==> src/zts_consts.svh <==
// Purpose: Constants for the zone tracking status input image
// Assumes: 25 MHz clock, 16-bit registers at their module addresses
// Notes:   Included by every design file of the block except the package and the interface
//
// Contract
// - Upstream held carton's two tracking words shown while it sits stopped
// - Downstream held carton's two tracking words shown while it sits stopped
// - Each zone's release command register value is mirrored for reading
// - Forward discharge to unmanaged conveyor captures words into forward pair
// - Reverse discharge to unmanaged conveyor captures words into reverse pair
// - Sensor bits: 0 left aux, 2 right aux, 4 left sensor, 6 right
// - Sensor bit 15 is a heartbeat, 2 s high then 2 s low
// - Sensor bits read 1 when blocked, 0 when clear, any sensor type
// - Per-port polarity comes from the initial automatic configuration; here it is relatched at every autoCfgDone strobe
// - Stop bit 5 for group stop, bit 6 for lost communication
// - Stop bit 7 lost host, bit 10 host command, rest reserved zero
// - Word after sensor register is reserved and carries no status
`ifndef ZTS_CONSTS_SVH
`define ZTS_CONSTS_SVH

// ****************************************************************
// Register addresses
// ****************************************************************
`define ZTS_ADR_STOP      8'h13
`define ZTS_ADR_SENSOR    8'h23
`define ZTS_ADR_UP_REL    8'h69
`define ZTS_ADR_UP_TRK1   8'h77
`define ZTS_ADR_UP_TRK2   8'h78
`define ZTS_ADR_REV_TRK1  8'h79
`define ZTS_ADR_REV_TRK2  8'h7a
`define ZTS_ADR_DN_REL    8'hb9
`define ZTS_ADR_DN_TRK1   8'hc7
`define ZTS_ADR_DN_TRK2   8'hc8
`define ZTS_ADR_FWD_TRK1  8'hc9
`define ZTS_ADR_FWD_TRK2  8'hca

// ****************************************************************
// Byte image: word count, byte index width and word indices
// ****************************************************************
`define ZTS_IMG_WORDS     21
`define ZTS_IMG_BYTE_W    6
`define ZTS_IMG_UP_TRK1   5'd8
`define ZTS_IMG_SENSOR    5'd18
`define ZTS_IMG_RSVD      5'd19
`define ZTS_IMG_STOP      5'd20

// ****************************************************************
// Field positions
// ****************************************************************
`define ZTS_SEN_LAUX      0
`define ZTS_SEN_RAUX      2
`define ZTS_SEN_LSEN      4
`define ZTS_SEN_RSEN      6
`define ZTS_SEN_BEAT      15
`define ZTS_STP_GROUP     5
`define ZTS_STP_COMM      6
`define ZTS_STP_HOST      7
`define ZTS_STP_CMD       10
`define ZTS_RST_WORD      16'h0000

// ****************************************************************
// Timing
// ****************************************************************
`define ZTS_CLK_HZ        25000000
`define ZTS_BEAT_SEC      2
`define ZTS_BEAT_CYC      (`ZTS_BEAT_SEC * `ZTS_CLK_HZ)

`endif

==> src/zts_pkg.sv <==
// Purpose: Types for the zone tracking status input image
// Assumes: Nothing beyond the constants header
// Notes:   Holds types only
package zts_pkg;
  typedef logic [15:0] zts_word_t;
  typedef enum logic [1:0] {
    ZTS_IDLE    = 2'b00,
    ZTS_HELD    = 2'b01,
    ZTS_LEFT    = 2'b10
  } zts_zone_t;
endpackage

==> src/zts_capture_if.sv <==
// Purpose: Carrier between top and the tracking capture pair
// Assumes: One clock
// Notes:   Top drives load side, capture module shows the words
`timescale 1ns/1ps
interface zts_capture_if;
  logic              load;
  zts_pkg::zts_word_t word1In;
  zts_pkg::zts_word_t word2In;
  zts_pkg::zts_word_t word1;
  zts_pkg::zts_word_t word2;
  modport src (output load, output word1In, output word2In,
               input word1, input word2);
  modport dst (input load, input word1In, input word2In,
               output word1, output word2);
endinterface

==> src/zts_word_pair.sv <==
// Purpose: Holds a pair of tracking words, loaded together
// Assumes: Load is a one-cycle pulse
// Notes:   Both words load on the same edge so a read is coherent
`include "zts_consts.svh"
`timescale 1ns/1ps
module zts_word_pair (
  // Clock and reset
  input  wire logic clock,
  input  wire logic sys_rst,
  // Capture
  zts_capture_if.dst cap
);
  always_ff @(posedge clock or posedge sys_rst) begin
    if (sys_rst) begin
      cap.word1 <= `ZTS_RST_WORD;
      cap.word2 <= `ZTS_RST_WORD;
    end else if (cap.load) begin
      cap.word1 <= cap.word1In;
      cap.word2 <= cap.word2In;
    end
  end
endmodule

==> src/zts_heartbeat.sv <==
// Purpose: Heartbeat level, 2 s high and 2 s low
// Assumes: 25 MHz clock
// Notes:   Half-period count is a parameter so simulation can shorten it
`include "zts_consts.svh"
`timescale 1ns/1ps
module zts_heartbeat #(
  parameter int unsigned HALF_CYC = `ZTS_BEAT_CYC
) (
  // Clock and reset
  input  wire logic clock,
  input  wire logic sys_rst,
  // Beat
  output logic      beat
);
  logic [26:0] count;
  wire         wrap = (count == 27'(HALF_CYC - 1));

  always_ff @(posedge clock or posedge sys_rst) begin
    if (sys_rst) begin
      count <= 27'h0000000;
      beat  <= 1'b1;
    end else begin
      count <= wrap ? 27'h0000000 : count + 27'h0000001;
      if (wrap) begin
        beat <= ~beat;
      end
    end
  end
endmodule

==> src/zts_status_inputs.sv <==
// Purpose: Read-only input image of a conveyor zone controller
// Assumes: Zone events arrive as one-cycle pulses; inputs synchronous
// Notes:   Word reads by module address; byte reads by image index
`include "zts_consts.svh"
`timescale 1ns/1ps
module zts_status_inputs #(
  parameter int unsigned BEAT_HALF_CYC = `ZTS_BEAT_CYC
) (
  // Clock and reset
  input  wire logic                clock,
  input  wire logic                sys_rst,
  // Zone carton state
  input  wire logic                upHeld,
  input  wire zts_pkg::zts_word_t  upTrk1,
  input  wire zts_pkg::zts_word_t  upTrk2,
  input  wire logic                dnHeld,
  input  wire zts_pkg::zts_word_t  dnTrk1,
  input  wire zts_pkg::zts_word_t  dnTrk2,
  // Discharge to unmanaged conveyor
  input  wire logic                dischargeUnmanaged,
  input  wire logic                reverseDir,
  // Release command output registers
  input  wire zts_pkg::zts_word_t  upReleaseCmd,
  input  wire zts_pkg::zts_word_t  dnReleaseCmd,
  // Sensor port raw lines
  input  wire logic                leftAuxRaw,
  input  wire logic                rightAuxRaw,
  input  wire logic                leftSensorRaw,
  input  wire logic                rightSensorRaw,
  // Auto-configuration polarity, 1 means raw high when clear
  input  wire logic                autoCfgDone,
  input  wire logic [3:0]          cfgInvert,
  // Stop causes
  input  wire logic                stopGroup,
  input  wire logic                stopCommLost,
  input  wire logic                stopHostLost,
  input  wire logic                stopHostCmd,
  // Word read port
  input  wire logic [7:0]          regAddr,
  output zts_pkg::zts_word_t       regData,
  output logic                     regHit,
  // Byte image read port
  input  wire logic [5:0]          imgByte,
  output logic [7:0]               imgData
);

  // ****************************************************************
  // Held carton words
  // ****************************************************************
  zts_pkg::zts_word_t upWord1;
  zts_pkg::zts_word_t upWord2;
  zts_pkg::zts_word_t dnWord1;
  zts_pkg::zts_word_t dnWord2;

  // Both words load together so the pair never shows a mix
  always_ff @(posedge clock or posedge sys_rst) begin
    if (sys_rst) begin
      upWord1 <= `ZTS_RST_WORD;
      upWord2 <= `ZTS_RST_WORD;
    end else if (upHeld) begin
      upWord1 <= upTrk1;
      upWord2 <= upTrk2;
    end
  end

  always_ff @(posedge clock or posedge sys_rst) begin
    if (sys_rst) begin
      dnWord1 <= `ZTS_RST_WORD;
      dnWord2 <= `ZTS_RST_WORD;
    end else if (dnHeld) begin
      dnWord1 <= dnTrk1;
      dnWord2 <= dnTrk2;
    end
  end

  // ****************************************************************
  // Discharge capture
  // ****************************************************************
  zts_capture_if fwdCap ();
  zts_capture_if revCap ();

  // Direction steers the capture into one pair only
  assign fwdCap.load    = dischargeUnmanaged & ~reverseDir;
  assign revCap.load    = dischargeUnmanaged & reverseDir;
  assign fwdCap.word1In = dnTrk1;
  assign fwdCap.word2In = dnTrk2;
  assign revCap.word1In = dnTrk1;
  assign revCap.word2In = dnTrk2;

  zts_word_pair u_fwd (
    .clock   (clock),
    .sys_rst (sys_rst),
    .cap     (fwdCap)
  );

  zts_word_pair u_rev (
    .clock   (clock),
    .sys_rst (sys_rst),
    .cap     (revCap)
  );

  // ****************************************************************
  // Release count mirrors
  // ****************************************************************
  zts_pkg::zts_word_t upRelMirror;
  zts_pkg::zts_word_t dnRelMirror;

  // Host reads this copy back before writing a new release count, without comparing it
  always_ff @(posedge clock or posedge sys_rst) begin
    if (sys_rst) begin
      upRelMirror <= `ZTS_RST_WORD;
      dnRelMirror <= `ZTS_RST_WORD;
    end else begin
      upRelMirror <= upReleaseCmd;
      dnRelMirror <= dnReleaseCmd;
    end
  end

  // ****************************************************************
  // Sensor port bits
  // ****************************************************************
  logic [3:0] polarity;
  logic [3:0] portBits;
  logic       beat;
  wire  [3:0] rawLines = {rightSensorRaw, leftSensorRaw,
                          rightAuxRaw, leftAuxRaw};

  // Polarity is latched at each auto-configuration strobe, not per sample
  always_ff @(posedge clock or posedge sys_rst) begin
    if (sys_rst) begin
      polarity <= 4'h0;
    end else if (autoCfgDone) begin
      polarity <= cfgInvert;
    end
  end

  always_ff @(posedge clock or posedge sys_rst) begin
    if (sys_rst) begin
      portBits <= 4'h0;
    end else begin
      portBits <= rawLines ^ polarity;
    end
  end

  zts_heartbeat #(
    .HALF_CYC (BEAT_HALF_CYC)
  ) u_beat (
    .clock   (clock),
    .sys_rst (sys_rst),
    .beat    (beat)
  );

  zts_pkg::zts_word_t sensorWord;
  always_comb begin
    sensorWord                 = 16'h0000;
    sensorWord[`ZTS_SEN_LAUX]  = portBits[0];
    sensorWord[`ZTS_SEN_RAUX]  = portBits[1];
    sensorWord[`ZTS_SEN_LSEN]  = portBits[2];
    sensorWord[`ZTS_SEN_RSEN]  = portBits[3];
    sensorWord[`ZTS_SEN_BEAT]  = beat;
  end

  // ****************************************************************
  // Stop cause word
  // ****************************************************************
  zts_pkg::zts_word_t stopWord;
  always_ff @(posedge clock or posedge sys_rst) begin
    if (sys_rst) begin
      stopWord <= `ZTS_RST_WORD;
    end else begin
      stopWord                 <= 16'h0000;
      stopWord[`ZTS_STP_GROUP] <= stopGroup;
      stopWord[`ZTS_STP_COMM]  <= stopCommLost;
      stopWord[`ZTS_STP_HOST]  <= stopHostLost;
      stopWord[`ZTS_STP_CMD]   <= stopHostCmd;
    end
  end

  // ****************************************************************
  // Word read decode
  // ****************************************************************
  wire hitStop = (regAddr == `ZTS_ADR_STOP);
  wire hitSen  = (regAddr == `ZTS_ADR_SENSOR);
  wire hitUpR  = (regAddr == `ZTS_ADR_UP_REL);
  wire hitUp1  = (regAddr == `ZTS_ADR_UP_TRK1);
  wire hitUp2  = (regAddr == `ZTS_ADR_UP_TRK2);
  wire hitRv1  = (regAddr == `ZTS_ADR_REV_TRK1);
  wire hitRv2  = (regAddr == `ZTS_ADR_REV_TRK2);
  wire hitDnR  = (regAddr == `ZTS_ADR_DN_REL);
  wire hitDn1  = (regAddr == `ZTS_ADR_DN_TRK1);
  wire hitDn2  = (regAddr == `ZTS_ADR_DN_TRK2);
  wire hitFw1  = (regAddr == `ZTS_ADR_FWD_TRK1);
  wire hitFw2  = (regAddr == `ZTS_ADR_FWD_TRK2);
  wire anyHit  = hitStop | hitSen | hitUpR | hitUp1 | hitUp2 | hitRv1 |
                 hitRv2 | hitDnR | hitDn1 | hitDn2 | hitFw1 | hitFw2;

  wire [15:0] wordSel =
      ({16{hitStop}} & stopWord)      | ({16{hitSen}} & sensorWord)  |
      ({16{hitUpR}}  & upRelMirror)   | ({16{hitUp1}} & upWord1)     |
      ({16{hitUp2}}  & upWord2)       | ({16{hitRv1}} & revCap.word1)|
      ({16{hitRv2}}  & revCap.word2)  | ({16{hitDnR}} & dnRelMirror) |
      ({16{hitDn1}}  & dnWord1)       | ({16{hitDn2}} & dnWord2)     |
      ({16{hitFw1}}  & fwdCap.word1)  | ({16{hitFw2}} & fwdCap.word2);

  // Unmapped addresses read zero with regHit low
  always_ff @(posedge clock or posedge sys_rst) begin
    if (sys_rst) begin
      regData <= `ZTS_RST_WORD;
      regHit  <= 1'b0;
    end else begin
      regData <= wordSel;
      regHit  <= anyHit;
    end
  end

  // ****************************************************************
  // Byte image, high byte first
  // ****************************************************************
  // Image words 0..7 (zone status, counts, module status) are not
  // held here and read zero.
  zts_pkg::zts_word_t image [`ZTS_IMG_WORDS];
  always_comb begin
    for (int i = 0; i < `ZTS_IMG_WORDS; i++) begin
      image[i] = 16'h0000;
    end
    image[8]  = upWord1;
    image[9]  = upWord2;
    image[10] = dnWord1;
    image[11] = dnWord2;
    image[12] = upRelMirror;
    image[13] = dnRelMirror;
    image[14] = fwdCap.word1;
    image[15] = fwdCap.word2;
    image[16] = revCap.word1;
    image[17] = revCap.word2;
    image[18] = sensorWord;
    image[19] = 16'h0000;
    image[20] = stopWord;
  end

  wire [4:0]  imgWord  = imgByte[5:1];
  wire        imgValid = (imgWord < 5'(`ZTS_IMG_WORDS));
  wire [15:0] imgSel   = imgValid ? image[imgWord] : 16'h0000;

  always_ff @(posedge clock or posedge sys_rst) begin
    if (sys_rst) begin
      imgData <= 8'h00;
    end else begin
      imgData <= imgByte[0] ? imgSel[7:0] : imgSel[15:8];
    end
  end
endmodule

==> config.mk <==
export PLATFORM = sky130hd
export DESIGN_NAME = zts_status_inputs
export DESIGN_NICKNAME = d
export VERILOG_FILES = /design/src/zts_pkg.sv /design/src/zts_capture_if.sv /design/src/zts_word_pair.sv /design/src/zts_heartbeat.sv /design/src/zts_status_inputs.sv
export VERILOG_INCLUDE_DIRS = /design/src
export SDC_FILE = /design/constraint.sdc
export NUM_CORES = 1
export LEC_CHECK = 0
export BUFFER_PORTS_ARGS = -buffer_cell sky130_fd_sc_hd__buf_2
export CORE_UTILIZATION = 30
export CTS_BUF_LIST = sky130_fd_sc_hd__clkbuf_4 sky130_fd_sc_hd__clkbuf_8
export DETAILED_ROUTE_END_ITERATION = 6
export GPL_TIMING_DRIVEN = 0
export HOLD_SLACK_MARGIN = 0.03
export RECOVER_POWER = 50
export SYNTH_ARGS = -nofsm -noshare
export SYNTH_HDL_FRONTEND = slang
export SYNTH_SLANG_ARGS = --single-unit
==> constraint.sdc <==
create_clock -name clock -period 21 [get_ports clock]
set_input_delay 6.3 -clock clock [delete_from_list [all_inputs] [get_ports clock]]
set_output_delay 6.3 -clock clock [all_outputs]
set_load 0.02 [all_outputs]
Word level (Yosys, flattened, before mapping):

Cells that the tools add are included.
W data, S select, Z words.

* bits in registers: 225
* output and inout bits: 25
* word-level logic and storage cells: 80

* magnitude comparators: 2
* bitwise logic cells: 40
* add/subtract/negate cells: 1
* equality and inequality tests: 13
* mux-type cells: 6

Operators with widths (number)
* $and A16 B16 Y16: 11
* $or A16 B16 Y16: 11
* $bmux W16 S5: 1
* $mux W16: 3
* $eq A8 B7 Y1 const B: 5
* $eq A8 B8 Y1 const B: 5
* $add A27 B1 Y27 const B: 1
* $eq A27 B26 Y1 const B: 1
* $mux W27: 1
* $and A16 B11 Y16: 1
* $or A1 B1 Y1: 11
* $eq A8 B5 Y1 const B: 1
* $eq A8 B6 Y1 const B: 1
* $mux W8: 1
* $ge A6 B6 Y1 const B: 1
* $not A5 Y6: 1
* $lt A5 B5 Y1 const B: 1
* $xor A4 B4 Y4: 1
* $and A1 B1 Y1: 2
* $not A1 Y1: 2

Longest topological paths before layout:

Gate-level depths: netlist of run 1.

* depth after elaboration: 13
* mapped depth: 8
* mapped depth without buffers: 5

By module:

Synthesis of run 1 repeated with hierarchy kept, for this count alone.

* cells, all modules: 884
* area, all modules: 11438.5 µm²

By module, submodules not included
* zts_status_inputs: area each 7339.5 µm², seq. area each 3328.2 µm², cells each 605, times used 1
* zts_word_pair: area each 1348.8 µm², seq. area each 800.8 µm², cells each 69, times used 2
* zts_heartbeat: area each 1401.3 µm², seq. area each 701.9 µm², cells each 141, times used 1

Worst setup path before layout of run 1:

OpenSTA, ideal clock, no wires.

* kind: input to register
* from: input regAddr[4]
* to: register regData[6]
* arrival: 7.651 ns
* data required time: 20.869 ns
* stages on the path: 6
* setup time: 0.131 ns
* slack: 13.217 ns
* cell sequence: clkbuf_1 > clkbuf_1 > mux2_1 > a32oi_1 > a21oi_1 > or3_1

* cells in the longest elaborated chain, start to end: 13

Ends and longest elaborated chain
* start, declared: line zts_status_inputs.sv:39 `input wire logic [7:0] regAddr,`
* $eq A8 B5 Y1 (no source line) or $eq A8 B6 Y1 (tied branches)
* $and A16 B11 Y16 or $and A16 B16 Y16 (tied branches): line zts_status_inputs.sv:198 `({16{hitStop}} & stopWord) | ({16{hitSen}} & sensorWord) |`
* $or A16 B16 Y16 (2 in series): line zts_status_inputs.sv:198
* $or A16 B16 Y16 (2 in series): line zts_status_inputs.sv:199 `({16{hitUpR}} & upRelMirror) | ({16{hitUp1}} & upWord1) |`
* $or A16 B16 Y16 (2 in series): line zts_status_inputs.sv:200 `({16{hitUp2}} & upWord2) | ({16{hitRv1}} & revCap.word1)|`
* $or A16 B16 Y16 (2 in series): line zts_status_inputs.sv:201 `({16{hitRv2}} & revCap.word2) | ({16{hitDnR}} & dnRelMirror) |`
* $or A16 B16 Y16 (2 in series): line zts_status_inputs.sv:202 `({16{hitDn1}} & dnWord1) | ({16{hitDn2}} & dnWord2) |`
* $or A16 B16 Y16 *: line zts_status_inputs.sv:203 `({16{hitFw1}} & fwdCap.word1) | ({16{hitFw2}} & fwdCap.word2);`
* net wordSel[6]: line zts_status_inputs.sv:197 `wire [15:0] wordSel =`
* end signal, assigned: line zts_status_inputs.sv:208 `` regData <= `ZTS_RST_WORD; ``
* end signal, assigned: line zts_status_inputs.sv:211 `regData <= wordSel;`
* end, declared: line zts_status_inputs.sv:40 `output zts_pkg::zts_word_t regData,`

The timed path passes the listed nets; every way through them passes the cells marked *.
A chain may end at the register's enable or synchronous reset.

==> flow_metrics.py, run 1 <==
metrics = {
    "outcome": {
        "status": "complete, but fails checks",
        "violations": "capacitance limit, slew limit",
    },
    "critical_path": {
        "critical_path.slowest_cell": "clkinvlp_2",
        "path_cells": "buf_2 -> clkinvlp_2",
        "critical_path.max_stage_delay_ns": 2.74,
        "worstSetupPathType": "input pin to async pin",
        "critPathBufInv": 2,
        "crit_path_start_kind": "input pin",
        "crit_path_max_fanout": 109,
        "worstPathArrival_ns": 9.24,
        "cp_data_required_time_ns": 20.78,
        "cp-end-kind": "async pin",
        "crit_family": "buffers and inverters",
    },
    "global_route": {
        "grt_pass1_vias": 9044,
        "grt-ovfl-total": 0,
        "grt_use_met2_pct": 33.5,
        "grt_usage_pct": 21.5,
        "grt_max_degree": 118,
        "use_met3_pct": 5.05,
        "antenna_found_initial": 10,
        "busiest_layer": "met2",
        "grt_first_pass_wirelength_um": 59900,
        "grt_util_met1_pct": 29.4,
    },
    "sta": {
        "post-route-min-period_ns": 9.46,
        "drv_slew": 116,
        "fin_skew_ns": 0.0268,
        "fin_crit_sh_pct": 45.1,
        "fmax_mhz": 106,
        "rsz0062_at_grt": "false",
        "fin_hold_ws_ns": 0.463,
        "tns_ns": 0,
        "finalHoldViolations": 0,
        "relSlewSlack_pct": -232,
        "finalSetupViolations": 0,
        "worst_pin_slew_ns": 4.95,
    },
    "run": {
        "drv_cap": 2,
    },
    "clock_network": {
        "cts_buffer_depth": 3,
        "post_cts_buffers": 0,
        "clk-insertion-delay-late_ns": 0.56,
        "cts_made_buffers": 41,
        "cts_tree": "done",
        "cts_hold_buffers": 0,
        "cts.sinks": 225,
        "htree_levels": 2,
        "clk_pin_slew_ns": 0.06,
        "post_cts.resized_instances": 0,
        "ctsRootBufferMaster": "clkbuf_8",
    },
    "layout": {
        "final_nets": 1250,
        "post-route-util_pct": 36.5,
        "drive_above_1_share_pct": 30.4,
        "area_growth_pct": 19.8,
    },
    "drt": {
        "wl_per_cell_um": 25.3,
        "drc": 0,
        "vias_per_cell": 5.58,
        "drt-total-wl_um": 40900,
        "drt_iter0_markers": 870,
        "postRouteAntennaNets": 0,
        "dr.pass1.iters": 6,
        "num_vias": 9037,
    },
    "power_and_ir_drop": {
        "pwr-share-clk_pct": 40.6,
        "p_sw_mw": 0.301,
        "power.leakage_nw": 5.73,
        "p_int_mw": 0.794,
        "ir_drop_v": 0.0000409,
        "combPwrFrac_pct": 13.0,
        "swShare_pct": 27.5,
        "seq_power_share_pct": 46.4,
        "power_density_nw_per_um2": 82.2,
    },
    "floorplanning": {
        "initial_core_util_pct": 30.5,
        "die_h_um": 195,
        "die_w_um": 195,
        "die-area_um2": 37900,
        "rows": 70,
        "coreArea_um2": 36500,
        "boundaryPins": 154,
    },
    "place": {
        "dp_hpwl_um": 29100,
        "gp_congestion": 0.968,
        "io_buffers": 148,
    },
    "synth": {
        "ys_types": 72,
        "synth_edf_count": 0,
        "syn_avg_cell_area_um2": 12.0,
        "netlist.area_leader.share_pct": 50.4,
        "ys_ff_latch": 225,
        "synthArstFlopShare_pct": 100,
        "syn_inst": 928,
        "synth.largest_area_cell": "dfrtp_1",
        "yosys_warnings": 0,
        "syn_area_um2": 11100,
        "synth.area.top_cells": "dfrtp_1, mux2_2, mux2i_1",
        "synthesis.nets": 1058,
        "yosysSeqAreaShare_pct": 50.6,
        "ys.flop_type": "dfrtp_1",
    },
    "min_path": {
        "hold_class": "register to register",
    },
}
kinds of logic (layout without fill, tap and decap cells):
family | Yosys count | after routing | share of synthesized area, %
xor+xnor | 20 | 20 | 1.57
fa+ha+maj | 1 | 1 | 0.112
flops | 225 | 225 | 50.6
simple gates | 204 | 204 | 10.9
buf+inv | 72 | 292 | 2.72
other cells | 0 | 4 | 0
compound gates | 185 | 185 | 11.9
mux | 221 | 221 | 22.2
cell type report:
cell class	count	area [µm²]
Fill cell	3580	23200
Multi-Input combinational cell	631	5160
Sequential cell	225	5630
Inverter	6	23.8
Timing Repair Buffer	149	764
Antenna cell	4	10.0
Tap cell	468	586
Clock inverter	12	118
Buffer	66	275
Clock buffer	59	756
worst paths after layout:
| kind | slack [ns] | from | endpoint | depth (start not counted) |
|---|---|---|---|---|
| setup / recovery | 11.54 | sys_rst | dnRelMirror[13]$_DFF_PP0_ | 2 |
| hold / removal | 0.46 | polarity[0]$_DFFE_PP0P_ | portBits[0]$_DFF_PP0_ | 1 |
| setup reg to reg | 18.23 | u_beat.count[18]$_DFF_PP0_ | u_beat.count[7]$_DFF_PP0_ | 6 |
| hold reg to reg | 0.46 | polarity[0]$_DFFE_PP0P_ | portBits[0]$_DFF_PP0_ | 1 |
| max in group clock | 12.12 | regAddr[5] | regData[5]$_DFF_PP0_ | 6 |
| min in group asynchronous | 7.28 | sys_rst | u_beat.count[23]$_DFF_PP0_ | 2 |
routing by layer:
layer,vias up,share of wire (%),wire [µm]
met3,100,9.7,3970
met2,508,45,18200
met4,14,3.2,1290
met5,-,0.21,87
met1,4527,42,17300
li1,3888,-,-
Yosys cell counts, types with 7 or more instances:
cell type,instances
o21ai_1,8
nand2_1,38
clkbuf_1,38
nand3_1,35
dfrtp_1,224
mux2_1,37
a22oi_1,58
or3_1,9
nor2b_1,13
and3b_1,9
mux2_2,106
xor2_1,14
o22ai_1,8
a22o_1,17
a21oi_1,26
o21ai_0,12
nand3b_1,9
mux2i_1,72
buf_2,11
buf_1,13
o211ai_1,7
o2bb2ai_1,10
a32oi_1,7
and3_1,7
nor2_1,31
layout by cell type (no fill, tap or decap), types with 14 or more instances in the layout:
cell type,n
a22o_1,17
nand3_1,35
mux2_1,37
buf_2,155
mux2i_1,72
a21oi_1,26
dfrtp_1,224
nand2_1,38
clkbuf_8,50
mux2_2,106
xor2_1,14
clkbuf_1,43
nor2_1,31
a22oi_1,58
metrics by stage:
step / power [mW] / cells / setup WS [ns] / instance area, µm²
2_1_floorplan: 0.591 / 928 / 8.54 / 11100
3_3_place_gp: 0.651 / 1544 / 6.05 / 12500
3_5_place_dp: 0.654 / 1545 / 11.86 / 12500
4_1_cts: 1.11 / 1616 / 12.46 / 13400
5_1_grt: 1.14 / 1617 / 10.67 / 13300
6_report: 1.10 / 1620 / 11.54 / 13300
registers in the layout, summed over array words and instances (netlist names), 16 cells and up:
signal           count
dnRelMirror         16
dnWord1             16
dnWord2             16
regData             16
u_beat.count        27
u_fwd.cap.word1     16
u_fwd.cap.word2     16
u_rev.cap.word1     16
u_rev.cap.word2     16
upRelMirror         16
upWord1             16
upWord2             16
power groups by stage:
stage	clock network, mW	logic (mW)	registers, mW
floorplan	0	0.0895	0.501
global placement	0	0.138	0.513
detailed placement	0	0.141	0.514
CTS	0.458	0.141	0.506
global route	0.476	0.152	0.512
finish	0.445	0.142	0.508
worst reg2reg max path, stage by stage, from the launching register on:
cell and delay, ns:
dfrtp_1 0.36, clkbuf_1 0.19, nor4_1 0.33, nand4_1 0.16, nor4_1 1.05, clkbuf_1 0.45, nor2_1 0.11
Note: power is estimated with default switching activity, not from simulation.
==> run 2: changes to the inputs <==
==> constraint.sdc (replaced) <==
create_clock -name clock -period 7.7 [get_ports clock]
set_input_delay 2.31 -clock clock [delete_from_list [all_inputs] [get_ports clock]]
set_output_delay 2.31 -clock clock [all_outputs]
set_load 0.02 [all_outputs]
==> flow_metrics.py, run 2 (synthesis results as in run 1) <==
metrics = {
    "outcome": {
        "status": "complete, but fails checks",
        "violations": "capacitance limit, slew limit",
    },
    "clock_network": {
        "cts_tree": "done",
        "cts_made_buffers": 40,
        "clk-insertion-delay-late_ns": 0.57,
        "clk_pin_slew_ns": 0.05,
        "cts_hold_buffers": 0,
        "cts.sinks": 225,
        "htree_levels": 2,
        "post_cts_buffers": 0,
        "ctsRootBufferMaster": "clkbuf_8",
        "cts_buffer_depth": 3,
        "post_cts.resized_instances": 0,
    },
    "sta": {
        "rsz0062_at_grt": "false",
        "tns_ns": 0,
        "drv_slew": 70,
        "finalSetupViolations": 0,
        "fmax_mhz": 186,
        "post-route-min-period_ns": 5.38,
        "finalHoldViolations": 0,
        "fin_crit_sh_pct": 69.8,
        "fin_hold_ws_ns": 0.458,
        "worst_pin_slew_ns": 1.90,
        "relSlewSlack_pct": -26.5,
        "fin_skew_ns": 0.0222,
    },
    "drt": {
        "num_vias": 9060,
        "postRouteAntennaNets": 0,
        "vias_per_cell": 5.60,
        "wl_per_cell_um": 25.1,
        "dr.pass1.iters": 5,
        "drt-total-wl_um": 40600,
        "drt_iter0_markers": 817,
        "drc": 0,
    },
    "power_and_ir_drop": {
        "power_density_nw_per_um2": 218,
        "power.leakage_nw": 5.73,
        "ir_drop_v": 0.000114,
    },
    "place": {
        "gp_congestion": 0.963,
        "io_buffers": 148,
        "postPlaceCellArea_um2": 12600,
        "dp_hpwl_um": 29300,
        "dp_cells": 1550,
    },
    "critical_path": {
        "worstPathArrival_ns": 5.72,
        "worstSetupPathType": "input pin to async pin",
        "crit_path_start_kind": "input pin",
        "crit_path_max_fanout": 33,
        "cp-end-kind": "async pin",
        "cp_data_required_time_ns": 8.04,
    },
    "layout": {
        "final_cell_mix": "dfrtp_1, buf_2, mux2_2, mux2i_1, a22oi_1",
        "drive_above_1_share_pct": 30.3,
        "mostFrequentLayoutCell": "dfrtp_1",
        "top_register": "u_beat.count",
        "stdcell_count": 1617,
        "area_growth_pct": 19.6,
        "fill_cells": 3645,
        "largest_reg_flops": 27,
        "stdcell_area_um2": 13300,
        "final_nets": 1254,
    },
    "global_route": {
        "grt-ovfl-total": 0,
        "antenna_found_initial": 10,
        "grt_pass1_vias": 8965,
        "grt_first_pass_wirelength_um": 59400,
        "grt_usage_pct": 21.4,
        "grt_max_degree": 43,
    },
    "min_path": {
        "hold_class": "register to register",
    },
    "floorplanning": {
        "die_w_um": 195,
        "die-area_um2": 37900,
        "initial_core_util_pct": 30.5,
        "boundaryPins": 154,
        "rows": 70,
        "coreArea_um2": 36500,
        "die_h_um": 195,
    },
    "run": {
        "drv_cap": 3,
    },
}
## run 2: final timing paths
kind / end / depth (start not counted) / start / slack, ns
worst max-delay path: upRelMirror[3]$_DFF_PP0_ / 4 / sys_rst / 2.32
worst min-delay path: portBits[2]$_DFF_PP0_ / 1 / polarity[2]$_DFFE_PP0P_ / 0.46
worst max register to register: u_beat.count[7]$_DFF_PP0_ / 6 / u_beat.count[18]$_DFF_PP0_ / 4.94
worst min register to register: portBits[2]$_DFF_PP0_ / 1 / polarity[2]$_DFFE_PP0P_ / 0.46
max in group clock: regData[5]$_DFF_PP0_ / 6 / regAddr[5] / 2.85
min in group asynchronous: u_beat.count[3]$_DFF_PP0_ / 2 / sys_rst / 1.88
## run 2: metrics by stage
step | power, mW | util, % | worst slack [ns]
2_1_floorplan | 1.61 | - | 2.45
3_3_place_gp | 1.78 | 34.1 | 1.10
3_5_place_dp | 1.79 | 34.4 | 2.61
4_1_cts | 2.95 | 36.6 | 3.18
5_1_grt | 3.04 | 36.5 | 1.55
6_report | 2.91 | 36.5 | 2.32
## run 2: power by group
| group | leakage (nW) | total [mW] | switching (mW) | internal (mW) |
|---|---|---|---|---|
| registers | 2.72 | 1.39 | 0.0963 | 1.29 |
| clock network | 0.426 | 1.13 | 0.487 | 0.644 |
| logic | 2.58 | 0.392 | 0.211 | 0.181 |
## run 2: layout make-up
cell class | instances | area (µm²) | share of cell area, %
Clock buffer | 59 | 737 | 5.53
Antenna cell | 2 | 5.00 | 0.0376
Clock inverter | 6 | 67.6 | 0.507
Tap cell | 468 | 586 | 4.40
Inverter | 6 | 23.8 | 0.179
Timing Repair Buffer | 154 | 826 | 6.20
Buffer | 66 | 275 | 2.07
Multi-Input combinational cell | 631 | 5160 | 38.8
Sequential cell | 225 | 5630 | 42.3
## run 2: layer usage
| metal | vias to the layer above | wire (µm) | global-route usage (%) |
|---|---|---|---|
| met3 | 120 | 3630 | 5.10 |
| li1 | 3909 | - | - |
| met4 | 16 | 1500 | 8.91 |
| met5 | - | 107 | 0 |
| met1 | 4530 | 17400 | 29.0 |
| met2 | 485 | 18000 | 32.6 |
## run 2: critical path, cell delays in order
cell and delay [ns]:
buf_2 0.10, clkinvlp_2 0.54, clkbuf_1 1.42, clkbuf_1 1.31
